`config.mk`:
```
export PLATFORM = sky130hd
export DESIGN_NAME = core_interrupt_control
export DESIGN_NICKNAME = d
export VERILOG_FILES = /design/src/core/irq_ctrl_pkg.sv /design/src/core/core_interrupt_control.sv
export SDC_FILE = /design/constraint.sdc
export NUM_CORES = 1
export LEC_CHECK = 0
export ABC_AREA = 1
export BUFFER_PORTS_ARGS = -buffer_cell sky130_fd_sc_hd__buf_2
export CAP_MARGIN = 20
export CORE_ASPECT_RATIO = 0.75
export CORE_MARGIN = 3
export CORE_UTILIZATION = 42
export CTS_BUF_LIST = sky130_fd_sc_hd__clkbuf_16
export DETAILED_ROUTE_END_ITERATION = 6
export PLACE_DENSITY = 0.73
export SYNTH_ARGS = -nofsm -noshare
export SYNTH_HDL_FRONTEND = slang
export SYNTH_SLANG_ARGS = --single-unit
```
`constraint.sdc`:
```
create_clock -name CLK -period 1.1 [get_ports CLK]
set_input_delay 0.165 -clock CLK [delete_from_list [all_inputs] [get_ports CLK]]
set_output_delay 0.165 -clock CLK [all_outputs]
set_load 0.05 [all_outputs]
```
`src/core/irq_ctrl_pkg.sv`:
```
package irq_ctrl_pkg;

  // Register map: one control register aliased in four banks
  localparam logic [8:0] IRQ_CTRL_ADDR_BANK0 = 9'h00b;
  localparam logic [8:0] IRQ_CTRL_ADDR_BANK1 = 9'h08b;
  localparam logic [8:0] IRQ_CTRL_ADDR_BANK2 = 9'h10b;
  localparam logic [8:0] IRQ_CTRL_ADDR_BANK3 = 9'h18b;
  // Port-B data register, read side effect latches the pins
  localparam logic [8:0] PORT_B_ADDR         = 9'h006;
  localparam logic [8:0] PORT_B_ADDR_BANK2   = 9'h106;
  // Interrupt status / mask registers for the timer overflow, external edge and port-change events
  localparam logic [8:0] EVENT_STATUS_ADDR   = 9'h1f0;
  localparam logic [8:0] EVENT_MASK_ADDR     = 9'h1f1;

  // Field positions
  localparam int GLOBAL_EN_BIT   = 7;
  localparam int PERIPH_EN_BIT   = 6;
  localparam int TIMER_ZERO_EN_BIT   = 5;
  localparam int EXT_EN_BIT      = 4;
  localparam int CHANGE_EN_BIT   = 3;
  localparam int TIMER_ZERO_FLAG_BIT = 2;
  localparam int EXT_FLAG_BIT    = 1;
  localparam int CHANGE_FLAG_BIT = 0;

  // Reset values; port-change flag is undefined, modelled as zero
  localparam logic [7:0] IRQ_CTRL_RESET   = 8'h00;
  localparam logic [2:0] EVENT_RESET      = 3'h0;
  localparam logic [3:0] PORT_LATCH_RESET = 4'h0;

endpackage

```
`src/core/core_interrupt_control.sv`:
```
// Decided for this implementation: the address-and-strobe port.
`timescale 1ns/1ps
// Behaviour
// Flags set on their source condition, regardless of any enable bit.
// Bit 7 global enable passes all unmasked interrupts; zero blocks all. The code gates only CORE_IRQ; EVENT_IRQ ignores bit 7.
// Bit 6 peripheral enable gates the combined peripheral request.
// Bit 5 enables the timer-zero overflow interrupt.
// Bit 4 enables the external pin interrupt.
// Bit 3 enables the port-change interrupt.
// Bit 2 timer-zero overflow flag set on overflow, cleared by software.
// Bit 1 external pin flag set on pin event, cleared by software.
// Bit 0 port-change flag set on upper port-B change, software clears.
// Mismatch keeps re-setting port-change flag; port-B read ends mismatch.
// All eight bits read/write; bits 7..1 reset to zero.
// Register reachable at four bank addresses, one physical register.
// Software should clear a flag before enabling its interrupt.
// Request = global AND (enabled flag pairs OR peripheral-enabled request).
// Change detect compares synced upper pins with values latched on read.
module core_interrupt_control
  import irq_ctrl_pkg::*;
(
  input  wire logic       CLK,
  input  wire logic       RESET,
  input  wire logic       CE,
  input  wire logic [8:0] ADDR,
  input  wire logic [7:0] WDATA,
  input  wire logic       WR,
  input  wire logic       RD,
  output logic      [7:0] RDATA,
  input  wire logic       TIMER_ZERO_OVERFLOW,
  input  wire logic       EXT_IRQ_PIN,
  input  wire logic       EXT_EDGE_RISING,
  input  wire logic [3:0] UPPER_PORT_B_PINS,
  input  wire logic       PERIPH_REQ,
  output logic            CORE_IRQ,
  output logic            EVENT_IRQ
);

  ////////////////////////////////////////////////////////////////////////////
  // Declarations
  logic [7:3] enable_ff;
  logic       timer_flag_ff;
  logic       ext_flag_ff;
  logic       change_flag_ff;
  logic [7:0] ctrl_word;
  logic       timer_pair;
  logic       ext_pair;
  logic       change_pair;
  logic       periph_pair;
  logic       any_source;
  logic [3:0] pin_meta_ff;
  logic [3:0] pin_sync_ff;
  logic       ext_meta_ff;
  logic       ext_sync_ff;
  logic       ext_prev_ff;
  logic [3:0] port_latch_ff;
  logic [2:0] event_status_ff;
  logic [2:0] event_mask_ff;
  logic [7:0] rdata_ff;
  logic [7:0] nxt_rdata;
  logic       ctrl_sel;
  logic       port_sel;
  logic       ctrl_wr;
  logic       ext_event;
  logic       mismatch;
  logic [2:0] event_set;

  // Bank aliasing decode, used by read and write paths
  function automatic logic is_ctrl_addr(input logic [8:0] a);
    return (a == IRQ_CTRL_ADDR_BANK0) || (a == IRQ_CTRL_ADDR_BANK1) ||
           (a == IRQ_CTRL_ADDR_BANK2) || (a == IRQ_CTRL_ADDR_BANK3);
  endfunction

  // Enable bit and flag bit of one source both set
  function automatic logic pair_active(input logic en, input logic flag);
    return en && flag;
  endfunction

  assign ctrl_sel = is_ctrl_addr(ADDR);
  assign port_sel = (ADDR == PORT_B_ADDR) || (ADDR == PORT_B_ADDR_BANK2);
  assign ctrl_wr  = WR && ctrl_sel;

  ////////////////////////////////////////////////////////////////////////////
  // Upper port-B pin synchroniser, two stages before any logic
  always_ff @(posedge CLK) begin
    if (RESET) begin
      pin_meta_ff <= PORT_LATCH_RESET;
      pin_sync_ff <= PORT_LATCH_RESET;
    end else if (CE) begin
      pin_meta_ff <= UPPER_PORT_B_PINS;
      pin_sync_ff <= pin_meta_ff;
    end
  end

  // External pin synchroniser plus one stage for edge detection
  always_ff @(posedge CLK) begin
    if (RESET) begin
      ext_meta_ff <= 1'b0;
      ext_sync_ff <= 1'b0;
      ext_prev_ff <= 1'b0;
    end else if (CE) begin
      ext_meta_ff <= EXT_IRQ_PIN;
      ext_sync_ff <= ext_meta_ff;
      ext_prev_ff <= ext_sync_ff;
    end
  end

  // External edge, polarity chosen by the caller
  assign ext_event = EXT_EDGE_RISING ? (ext_sync_ff && !ext_prev_ff)
                                     : (!ext_sync_ff && ext_prev_ff);

  ////////////////////////////////////////////////////////////////////////////
  // Port-B read latches pins and ends the mismatch
  always_ff @(posedge CLK) begin
    if (RESET) begin
      port_latch_ff <= PORT_LATCH_RESET;
    end else if (CE && RD && port_sel) begin
      port_latch_ff <= pin_sync_ff;
    end
  end

  assign mismatch = |(pin_sync_ff ^ port_latch_ff);

  ////////////////////////////////////////////////////////////////////////////
  // Enable bits, plain software state
  always_ff @(posedge CLK) begin
    if (RESET) begin
      enable_ff <= IRQ_CTRL_RESET[GLOBAL_EN_BIT:CHANGE_EN_BIT];
    end else if (CE && ctrl_wr) begin
      enable_ff <= WDATA[GLOBAL_EN_BIT:CHANGE_EN_BIT];
    end
  end

  // Timer-zero flag: overflow sets, software write loses to a set
  always_ff @(posedge CLK) begin
    if (RESET) begin
      timer_flag_ff <= IRQ_CTRL_RESET[TIMER_ZERO_FLAG_BIT];
    end else if (CE) begin
      if (TIMER_ZERO_OVERFLOW) begin
        timer_flag_ff <= 1'b1;                          // see
      end else if (ctrl_wr) begin
        timer_flag_ff <= WDATA[TIMER_ZERO_FLAG_BIT];
      end
    end
  end

  // External pin flag: chosen edge sets, software write loses to a set
  always_ff @(posedge CLK) begin
    if (RESET) begin
      ext_flag_ff <= IRQ_CTRL_RESET[EXT_FLAG_BIT];
    end else if (CE) begin
      if (ext_event) begin
        ext_flag_ff <= 1'b1;                            // see
      end else if (ctrl_wr) begin
        ext_flag_ff <= WDATA[EXT_FLAG_BIT];
      end
    end
  end

  // Port-change flag: re-set every cycle while the mismatch lasts
  always_ff @(posedge CLK) begin
    if (RESET) begin
      change_flag_ff <= IRQ_CTRL_RESET[CHANGE_FLAG_BIT];
    end else if (CE) begin
      if (mismatch) begin
        change_flag_ff <= 1'b1;                         // see
      end else if (ctrl_wr) begin
        change_flag_ff <= WDATA[CHANGE_FLAG_BIT];
      end
    end
  end

  // Register image as software sees it
  assign ctrl_word = {enable_ff, timer_flag_ff, ext_flag_ff, change_flag_ff};

  ////////////////////////////////////////////////////////////////////////////
  // Interrupt request to the core
  assign timer_pair  = pair_active(enable_ff[TIMER_ZERO_EN_BIT], timer_flag_ff);
  assign ext_pair    = pair_active(enable_ff[EXT_EN_BIT], ext_flag_ff);
  assign change_pair = pair_active(enable_ff[CHANGE_EN_BIT], change_flag_ff);
  assign periph_pair = pair_active(enable_ff[PERIPH_EN_BIT], PERIPH_REQ);
  assign any_source  = timer_pair || ext_pair || change_pair || periph_pair;
  assign CORE_IRQ    = enable_ff[GLOBAL_EN_BIT] && any_source;

  ////////////////////////////////////////////////////////////////////////////
  // Sticky event status, write-one-to-clear, with mask
  assign event_set = {mismatch, ext_event, TIMER_ZERO_OVERFLOW};

  always_ff @(posedge CLK) begin
    if (RESET) begin
      event_status_ff <= EVENT_RESET;
    end else if (CE) begin
      if (WR && (ADDR == EVENT_STATUS_ADDR)) begin
        event_status_ff <= (event_status_ff & ~WDATA[2:0]) | event_set;
      end else begin
        event_status_ff <= event_status_ff | event_set;
      end
    end
  end

  always_ff @(posedge CLK) begin
    if (RESET) begin
      event_mask_ff <= EVENT_RESET;
    end else if (CE && WR && (ADDR == EVENT_MASK_ADDR)) begin
      event_mask_ff <= WDATA[2:0];
    end
  end

  assign EVENT_IRQ = |(event_status_ff & event_mask_ff);

  ////////////////////////////////////////////////////////////////////////////
  // Read mux, data one cycle after the strobe
  always_comb begin
    nxt_rdata = 8'h00;
    if (ctrl_sel) begin
      nxt_rdata = ctrl_word;
    end else if (port_sel) begin
      nxt_rdata = {pin_sync_ff, 4'h0};
    end else if (ADDR == EVENT_STATUS_ADDR) begin
      nxt_rdata = {5'h00, event_status_ff};
    end else if (ADDR == EVENT_MASK_ADDR) begin
      nxt_rdata = {5'h00, event_mask_ff};
    end
  end

  always_ff @(posedge CLK) begin
    if (RESET) begin
      rdata_ff <= 8'h00;
    end else if (CE) begin
      rdata_ff <= RD ? nxt_rdata : 8'h00;
    end
  end

  assign RDATA = rdata_ff;

endmodule // core_interrupt_control

```
==> summary.md, run 1 <==
| Metric | Value |
|---|---|
| Outcome | finished with violations |
| Failing checks | negative setup slack |
| EDFF count, synth | 0 |
| CP peak stage delay | 330 ps |
| Crit. End Element | output port |
| Clk buf depth | 2 |
| Num CTS Buffers | 5 |
| Kind of cell adding the most delay to the critical path | compound AO/OA/AOI/OAI gates |
| Top cells by area, synth | dfxtp_1 (39%), nand2_1 (12%), nor2_1 (6.7%) |
| Setup TNS | -231 ps |
| Share of synthesized registers carrying an async set or reset | 0% |
| Power per cell area | 1220 nW/um^2 |
| First-pass GRT wire length | 7.82 mm |
| Number of global-route vias before repair | 1,740 |
| Post-place setup slack | -134 ps |
| Avg Cell Area, Syn | 6.92 sq um |
| Final net count | approximately 370 |
| Cells after Synth | 275 |
| Slew headroom | 81.9% |
| Max Clk Rate | 751 MHz |
| Crit start category | flop |
| Die area | ~5400 sq um |
| Total track usage | approximately 18% |
| Max Slew Vio Count | 0 |
| Cell variety after synth | 29 |
| Worst vdd ir | 708 uV |
| Top cells by count, synth | nand2_1 (61), dfxtp_1 (37), nor2_1 (34), inv_1 (30), a21oi_1 (24) |
| Clk_lat worst skew | 280 ps |
| Row count | 20 |
| Crit share post-route | 121% |
| Crit path cell chain | inv_2 -> o22ai_2 -> a21oi_2 -> a21oi_4 -> buf_6 |
| Most frequent cell after synthesis | nand2_1 |
| RSZ-0062 raised after global routing | true |
| Max Cap Viol | 0 |
| Endpoints failing setup | 1 |
| Initial DRC count | about 180 |
| Placed inst area | 2330 sq um |
| Hpwl dp | 3.52 mm |
| Post-route ant nets | 0 |
| Critical-path top delay cell | dfxtp_2 |
| Clock Skew | between 2 and 3 ps |
| Initial antenna violation count | 0 |
| Clock sinks | 37 |
| Maximum number of pins on one net before global-route repair | 24 |
| Worst hold path class | input port to flop |
| Leading area contributor after synthesis | dfxtp_1 |
| Levels on crit path | 5 |
| Worst-Margin Slew | 270 ps |
| Leak | 1.23 nW |
| Die height | 64.3 um |
| Synth top area share | 38.9% |
| CTS Hold Buffers Added | 0 |
| Layout area overhead | 34.5% |
| Final std cell area, no fill | between 2000 and 3000 sq um |
| ANT cells | 0 |
| Root Buffer | clkbuf_16 |
| Number of placed I/O pins | 40 |
| Synthesized area | 1900 sq um |
| Routed WL | slightly below 5 mm |
| Yosys warns | 0 |
| Overall power | between 3 and 4 mW |
| Yosys reg bits | 37 |
| Detailed Routing Iterations Pass 1 | 4 |
| Worst-path clk slew | roughly 50 ps |
| Critical Path RT | 940 ps |
| Fin Hold WS | ~110 ps |
| Core Area | roughly 4200 sq um |
| CP Class | flop to output port |
| CP Buf/Inv Count | 2 |
| Syn nets | 305 |
| Via count | 1,945 |
| DR vias/cell | 4.92 |
| Die Wd | 83.7 um |
| Final hold vios | 0 |
| CP arrival | between 1000 and 1500 ps |
| CTS tree | yes |
| Global placer's final weighted congestion | 0.897 |
| Global route overflow | 0 |
| Initial Util | 45.2% |
| Top_reg_cell synth | dfxtp_1 |
| Reg2Reg Setup Slack | 70 ps |
| Fin worst setup slack | -231 ps |
| CTS H-Tree Depth | 2 |
| Final min period | 1330 ps |
| Residual DRC | 0 |
| Path depth of the worst reg2reg path | 7 |
| Post-synthesis sequential area ratio | around two fifths |
| Hold depth | 3 |
| Filler cells | 406 |
| Port Buffers | 39 |
| Layout cells sized above 1 | about 37% |
| Worst-path fanout max | 2 |
| WL/cell | 12.2 um |
-- worst min-delay path, stage by stage --
cell and delay (ps):
buf_2 80, nor2_1 30, nor2_1 80
-- report_power, final --
| group | total [mW] | switching, mW | internal [mW] | leakage (nW) |
|---|---|---|---|---|
| registers | 1.42 | 0.0297 | 1.39 | 0.307 |
| logic | 0.392 | 0.222 | 0.169 | 0.856 |
| clock network | 1.31 | 0.500 | 0.808 | 0.0655 |
| total | 3.12 | 0.752 | 2.37 | 1.23 |
-- metal layers --
layer	up-vias	part of all wire [%]	global-route usage, %
met5	-	0	0
met4	0	1.7	7.23
met3	10	7.5	4.77
met2	64	42	27.5
met1	863	49	24.8
li1	1008	-	-
-- area by class of cell --
class / instances / area, sq um / share of cell area (%)
multi-input cells: 195 / 1030 / 40.1
flip-flops and latches: 37 / 757 / 29.6
repair buffers: 66 / 439 / 17.2
inverters: 36 / 136 / 5.33
clock buffers: 5 / 125 / 4.89
well taps: 55 / 68.8 / 2.69
clock inverters: 1 / 5.00 / 0.196
-- repair_timing --
item	4_1_cts	5_1_grt
resized for setup	16	13
setup buffers	2	3
cloned	0	0
pin swaps	1	3
endpoints found under the setup margin	2	4
-- stage by stage --
stage | utilization, % | cells
after CTS | 59.6 | 392
after floorplan | - | 275
after global placement | 55.4 | 384
after global routing | 60.8 | 395
after detailed placement | 55.4 | 384
final | 60.8 | 395
-- cells by family (layout without fill, tap and decap cells) --
group                     Yosys count  in the layout  synth area share (%)
buffers and inverters              43            108                  9.21
AOI/OAI and AO/OA                  49             49                  13.6
xor gates and xnor gates            2              2                 0.921
DFF                                37             37                  38.9
and+or+nand+nor                   144            144                  37.4
-- placed cells by master (no fill, tap or decap) --
master     instances
nand2_1           58
buf_2             37
nor2_1            34
inv_1             27
buf_4             25
dfxtp_1           24
a21oi_1           22
nand3_1           17
o21ai_0           14
dfxtp_2           13
nand2_2           10
inv_2              7
nand4_1            7
nor2_2             6
o21ai_1            6
clkbuf_16          5
a21oi_2            4
nand3_2            3
nor2_4             3
nor2_8             2
xor2_1             2
clkinv_2           2
buf_12             2
o22ai_2            1
a21oi_4            1
nand2_4            1
clkinv_1           1
and3_1             1
or2_4              1
o21ai_2            1
nand4_4            1
buf_6              1
buf_8              1
-- flip-flops by register name, indices dropped and copies added, names as in the netlist --
name	flops
event_status_ff	3
change_flag_ff	1
ext_sync_ff	1
pin_sync_ff	4
RDATA	8
ext_meta_ff	1
pin_meta_ff	4
port_latch_ff	4
ext_flag_ff	1
timer_flag_ff	1
enable_ff	5
ext_prev_ff	1
event_mask_ff	3
-- path summary, 6_finish.rpt --
check | endpoint | from
hold reg to reg | RDATA[6] | RDATA[6]
hold / removal | pin_meta_ff[0] | UPPER_PORT_B_PINS[0]
setup / recovery | CORE_IRQ | ext_flag_ff
setup reg to reg | ext_flag_ff | ext_prev_ff
Note: power is estimated with default switching activity, not from simulation.
==> run 2, diff against run 1 <==
==> constraint.sdc (replaced) <==
create_clock -name CLK -period 1.5 [get_ports CLK]
set_input_delay 0.225 -clock CLK [delete_from_list [all_inputs] [get_ports CLK]]
set_output_delay 0.225 -clock CLK [all_outputs]
set_load 0.05 [all_outputs]
==> summary.md, run 2 (synthesis results as in run 1) <==
| Metric | Value |
|---|---|
| Crit. Startpoint | enable_ff[4] |
| Via count | 1,802 |
| Die height | 64.3 um |
| Critical Path RT | around 1300 ps |
| Root Buffer | clkbuf_16 |
| Multi-input gate area | 1000 sq um |
| Total track usage | 17.3% |
| Endpoints failing setup | 0 |
| Initial antenna violation count | 0 |
| RSZ-0062 raised after global routing | true |
| Gate power share | roughly a tenth |
| Sequential cell area | 743 sq um |
| Maximum number of pins on one net before global-route repair | 24 |
| Max Clk Rate | 703 MHz |
| Most frequent cells in the layout | nand2_1 (61), buf_2 (38), dfxtp_1 (35) |
| Net Switching | 0.575 mW |
| Leak | 1.10 nW |
| ANT cells | 0 |
| Detailed Routing Iterations Pass 1 | 4 |
| Path depth of the worst reg2reg path | 9 |
| Power per cell area | around 980 nW/um^2 |
| Die area | 5380 sq um |
| Worst hold path class | input port to flop |
| Row count | 20 |
| Worst-Margin Slew | 599 ps |
| Initial DRC count | 146 |
| Number of global-route vias before repair | 1,652 |
| Pint | between 1.5 and 2 mW |
| Placed inst area | between 2000 and 2500 sq um |
| Number of placed I/O pins | 40 |
| Endpoint of the worst setup timing path | CORE_IRQ |
| Clock sinks | 37 |
| Crit start category | flop |
| CTS H-Tree Depth | 2 |
| Hpwl dp | 3.39 mm |
| Setup TNS | 0 ps |
| Global route overflow | 0 |
| Number of flip-flops in the largest register | 8 |
| Post-route ant nets | 0 |
| Final net count | 350 |
| Worst r2r src | pin_sync_ff[2] |
| Layout cells sized above 1 | about 28% |
| Final min period | 1420 ps |
| DR vias/cell | 4.79 |
| CTS Hold Buffers Added | 0 |
| Commonest non-fill, non-tap cell in the layout | nand2_1 |
| Max Cap Viol | 0 |
| Residual DRC | 0 |
| Initial Util | 45.2% |
| Num CTS Buffers | 5 |
| Clk_lat worst skew | 280 ps |
| CTS tree | yes |
| CP arrival | 1200 ps |
| Filler cells | about 420 |
| Final hold vios | 0 |
| WL/cell | 12.0 um |
| CP Class | flop to output port |
| Core Area | 4200 sq um |
| Port Buffers | 39 |
| Clk buf depth | 2 |
| Final std cell area, no fill | 2340 sq um |
| Outcome | complete, no violations |
| Slew headroom | 60.0% |
| Global placer's final weighted congestion | 0.801 |
| Crit share post-route | 94.9% |
| Sw Share | around a quarter |
| Reg2Reg Setup Slack | 390 ps |
| Die Wd | ~84 um |
| Reg power frac | between 40% and 50% |
| Crit. End Element | output port |
| Layout area overhead | 23.1% |
| Routed WL | about 4.5 mm |
| Capturing point of the worst reg2reg path | change_flag_ff |
| First-pass GRT wire length | approximately 7.6 mm |
| Clock share of power | 44.4% |
| Clock Skew | 4.49 ps |
| Worst vdd ir | 518 uV |
| Worst-path fanout max | 3 |
| Worst-path clk slew | 60 ps |
| Max Slew Vio Count | 0 |
==> run 2: cell types whose count changed in the layout (fill, tap and decap cells not counted), moves of 2 or more <==
| cell | before | now |
|---|---|---|
| dfxtp_1 | 24 | 35 |
| dfxtp_2 | 13 | 2 |
| buf_4 | 25 | 6 |
| buf_12 | 2 | 0 |
| nand2_2 | 10 | 7 |
| nand2_1 | 58 | 61 |
==> run 2: metrics by stage <==
step	setup slack, ps	hold slack (ps)	total power [mW]	cells	util [%]
3_3_place_gp	225	447	1.29	367	51.6
2_1_floorplan	220	294	1.20	275	-
4_1_cts	5.35	162	2.32	375	55.1
6_report	77.1	163	2.30	376	55.7
3_5_place_dp	192	452	1.29	367	51.6
5_1_grt	0.924	181	2.41	376	55.7
==> run 2: how the worst min path moves through the flow <==
stage,to,cells past startpoint,startpoint,slack (ps)
floorplan,RDATA[0],1,RESET,290
global route,pin_meta_ff[2],3,UPPER_PORT_B_PINS[2],180
finish,pin_meta_ff[0],3,UPPER_PORT_B_PINS[0],160
global placement,pin_meta_ff[3],3,UPPER_PORT_B_PINS[3],450
detailed placement,RDATA[3],2,RDATA[3],450
CTS,pin_meta_ff[0],3,UPPER_PORT_B_PINS[0],160
==> run 2: metal layers <==
metal	vias to the layer above	GRT usage, %	part of all wire (%)
li1	968	-	-
met1	769	24.7	51
met2	58	24.8	41
met3	7	6.06	7.1
met4	0	4.42	1.2
met5	-	0	0
==> run 2: power groups by stage <==
stage               sequential (mW)  combinational [mW]  clock, mW
CTS                            1.04               0.233       1.05
global route                   1.04               0.266       1.10
finish                         1.04               0.234       1.02
detailed placement             1.06               0.231          0
floorplan                      1.05               0.146          0
global placement               1.06               0.227          0
==> run 2: layout make-up <==
class / instances / area share [%]
Inverter: 36 / 5.83
Tap cell: 55 / 2.94
Timing Repair Buffer: 45 / 10.5
Multi-Input combinational cell: 195 / 42.7
Clock buffer: 5 / 5.34
Clock inverter: 3 / 0.909
Sequential cell: 37 / 31.7
==> run 2: what timing repair did <==
action                     4_1_cts  5_1_grt
setup endpoints to repair        1        1
pin swaps                        0        2
gates resized for setup          1        7
buffers inserted                 0        1
==> run 2: worst max-delay path, stage by stage (launching register included) <==
cell and delay (ps):
dfxtp_2 320, inv_2 40, o22ai_2 180, a21oi_2 60, a21oi_2 150, buf_6 170
==> run 3, diff against run 2 <==
--- a/config.mk
+++ b/config.mk
@@ -14,6 +14,8 @@
 export CTS_BUF_LIST = sky130_fd_sc_hd__clkbuf_16
 export DETAILED_ROUTE_END_ITERATION = 6
 export PLACE_DENSITY = 0.73
+export SLEW_MARGIN = 20
 export SYNTH_ARGS = -nofsm -noshare
 export SYNTH_HDL_FRONTEND = slang
 export SYNTH_SLANG_ARGS = --single-unit
+export TNS_END_PERCENT = 30
==> constraint.sdc (replaced) <==
create_clock -name CLK -period 1.4 [get_ports CLK]
set_input_delay 0.21 -clock CLK [delete_from_list [all_inputs] [get_ports CLK]]
set_output_delay 0.21 -clock CLK [all_outputs]
set_load 0.05 [all_outputs]
==> summary.md, run 3 (synthesis results as in run 1) <==
| Metric | Value |
|---|---|
| Residual DRC | 0 |
| Kind of cell adding the most delay to the critical path | compound AO/OA/AOI/OAI gates |
| CTS tree | yes |
| Critical Path RT | 1190 ps |
| CP Class | flop to output port |
| Met1 Wirelength | roughly 2.2 mm |
| CTS Hold Buffers Added | 0 |
| Worst-Margin Slew | 273 ps |
| Worst vdd ir | approximately 490 uV |
| Hpwl dp | 3.28 mm |
| Outcome | complete, no violations |
| Final core occ | 55.3% |
| Number of global-route vias before repair | 1,612 |
| CP arrival | between 1000 and 1500 ps |
| Power per cell area | slightly above 1000 nW/um^2 |
| Critical-path top delay cell | dfxtp_2 |
| Commonest non-fill, non-tap cell in the layout | nand2_1 |
| Fin Hold WS | 163 ps |
| Die area | 5380 sq um |
| Post-place setup slack | between 100 and 150 ps |
| Root Buffer | clkbuf_16 |
| Port Buffers | 39 |
| Routed WL | around 4.3 mm |
| Layout cells sized above 1 | 27.9% |
| Initial antenna violation count | 0 |
| Via count | 1,801 |
| Number of placed I/O pins | 40 |
| Num CTS Buffers | 5 |
| Global route overflow | 0 |
| Endpoints failing setup | 0 |
| Worst-path fanout max | 3 |
| Crit. Startpoint | enable_ff[4] |
| Initial Util | 45.2% |
| Maximum number of pins on one net before global-route repair | 24 |
| Total track usage | between 10% and 20% |
| Max Clk Rate | 717 MHz |
| Max Cap Viol | 0 |
| Detailed Routing Iterations Pass 1 | 4 |
| WL met3 | 339 um |
| WL/cell | 11.5 um |
| Final hold vios | 0 |
| Clk buf depth | 2 |
| Most common cell type on the critical path | a21oi_2 |
| Reg2Reg Setup Slack | 320 ps |
| DR vias/cell | between 4 and 5 |
| Clock Skew | 2.22 ps |
| First-pass GRT wire length | roughly 7.4 mm |
| CP Buf/Inv Count | 2 |
| Post-Place Cells | 368 |
| Worst-path clk slew | around 50 ps |
| Clk_lat worst skew | 270 ps |
| Leak | 1.10 nW |
| Slew headroom | 81.8% |
| Crit share post-route | approximately 100% |
| Crit. End Element | output port |
| Max Slew Vio Count | 0 |
| Row count | 20 |
| Final net count | 350 |
| Post-route ant nets | 0 |
| Worst r2r src | ext_sync_ff |
| Worst hold path class | input port to flop |
| CTS H-Tree Depth | 2 |
| RSZ-0062 raised after global routing | true |
| Highest Signal Layer | met4 |
| Clock sinks | 37 |
| Crit path cell chain | inv_2 -> o22ai_2 -> a21oi_2 -> a21oi_2 -> buf_6 |
| Die Wd | approximately 84 um |
| CP peak stage delay | ~320 ps |
| Crit start category | flop |
| Most frequent cells in the layout | nand2_1 (61), buf_2 (38), dfxtp_1 (35) |
| Global placer's final weighted congestion | approximately 0.81 |
| Wire length on met2 | roughly 1.8 mm |
| ANT cells | 0 |
| Post-route insts no fill | 374 |
| Final min period | 1390 ps |
| Fin worst setup slack | 5.80 ps |
| Beginning of the worst hold path | UPPER_PORT_B_PINS[3] |
| Die height | about 64 um |
| Layout area overhead | 22.2% |
| Core Area | between 4000 and 5000 sq um |
| Initial DRC count | 114 |
| Number of flip-flops in the largest register | 8 |
[run 3: cell types whose count changed in the layout (fill, tap and decap cells not counted)]
| cell | previous run | this run |
|---|---|---|
| clkinvlp_4 | 1 | 0 |
| inv_6 | 1 | 0 |
[run 3: repair_timing]
item	4_1_cts	5_1_grt
buffers inserted	0	0
cloned	0	0
endpoints found under the setup margin	1	1
resized for setup	7	1
pin swaps	2	1
[run 3: power breakdown]
part           total [mW]  leakage (nW)  internal [mW]  switching [mW]
logic               0.249         0.730         0.0950           0.153
clock network        1.01        0.0655          0.634           0.377
registers            1.12         0.303           1.09          0.0262
total                2.38          1.10           1.82           0.557
[run 3: path summary, 6_finish.rpt]
| kind | endpoint | depth (start not counted) |
|---|---|---|
| hold reg to reg | RDATA[5] | 2 |
| setup / recovery | CORE_IRQ | 5 |
| setup reg to reg | ext_flag_ff | 6 |
| hold / removal | pin_meta_ff[3] | 3 |
[run 3: final cells by class]
type,count,area [sq um]
Clock buffer,5,125
Clock inverter,1,5.00
Fill cell,408,1880
Inverter,36,136
Multi-Input combinational cell,195,1000
Sequential cell,37,743
Tap cell,55,68.8
Timing Repair Buffer,45,246
[run 3: tightest hold or removal path, cell delays in order]
cell and delay (ps):
buf_2 80, nor2_1 30, nor2_1 80
[run 3: metrics by stage]
stage | total power, mW | area, sq um | setup TNS [ps]
after global placement | 1.38 | 2180 | 0
after detailed placement | 1.38 | 2180 | 0
final | 2.38 | 2320 | 0
after floorplan | 1.29 | 1910 | 0
after CTS | 2.40 | 2320 | 0
after global routing | 2.48 | 2320 | -67.0
[run 3: layer usage]
layer	up-vias	global-route usage, %
li1	961	-
met1	770	24.5
met2	66	24.4
met3	4	4.64
met4	0	4.22
met5	-	0
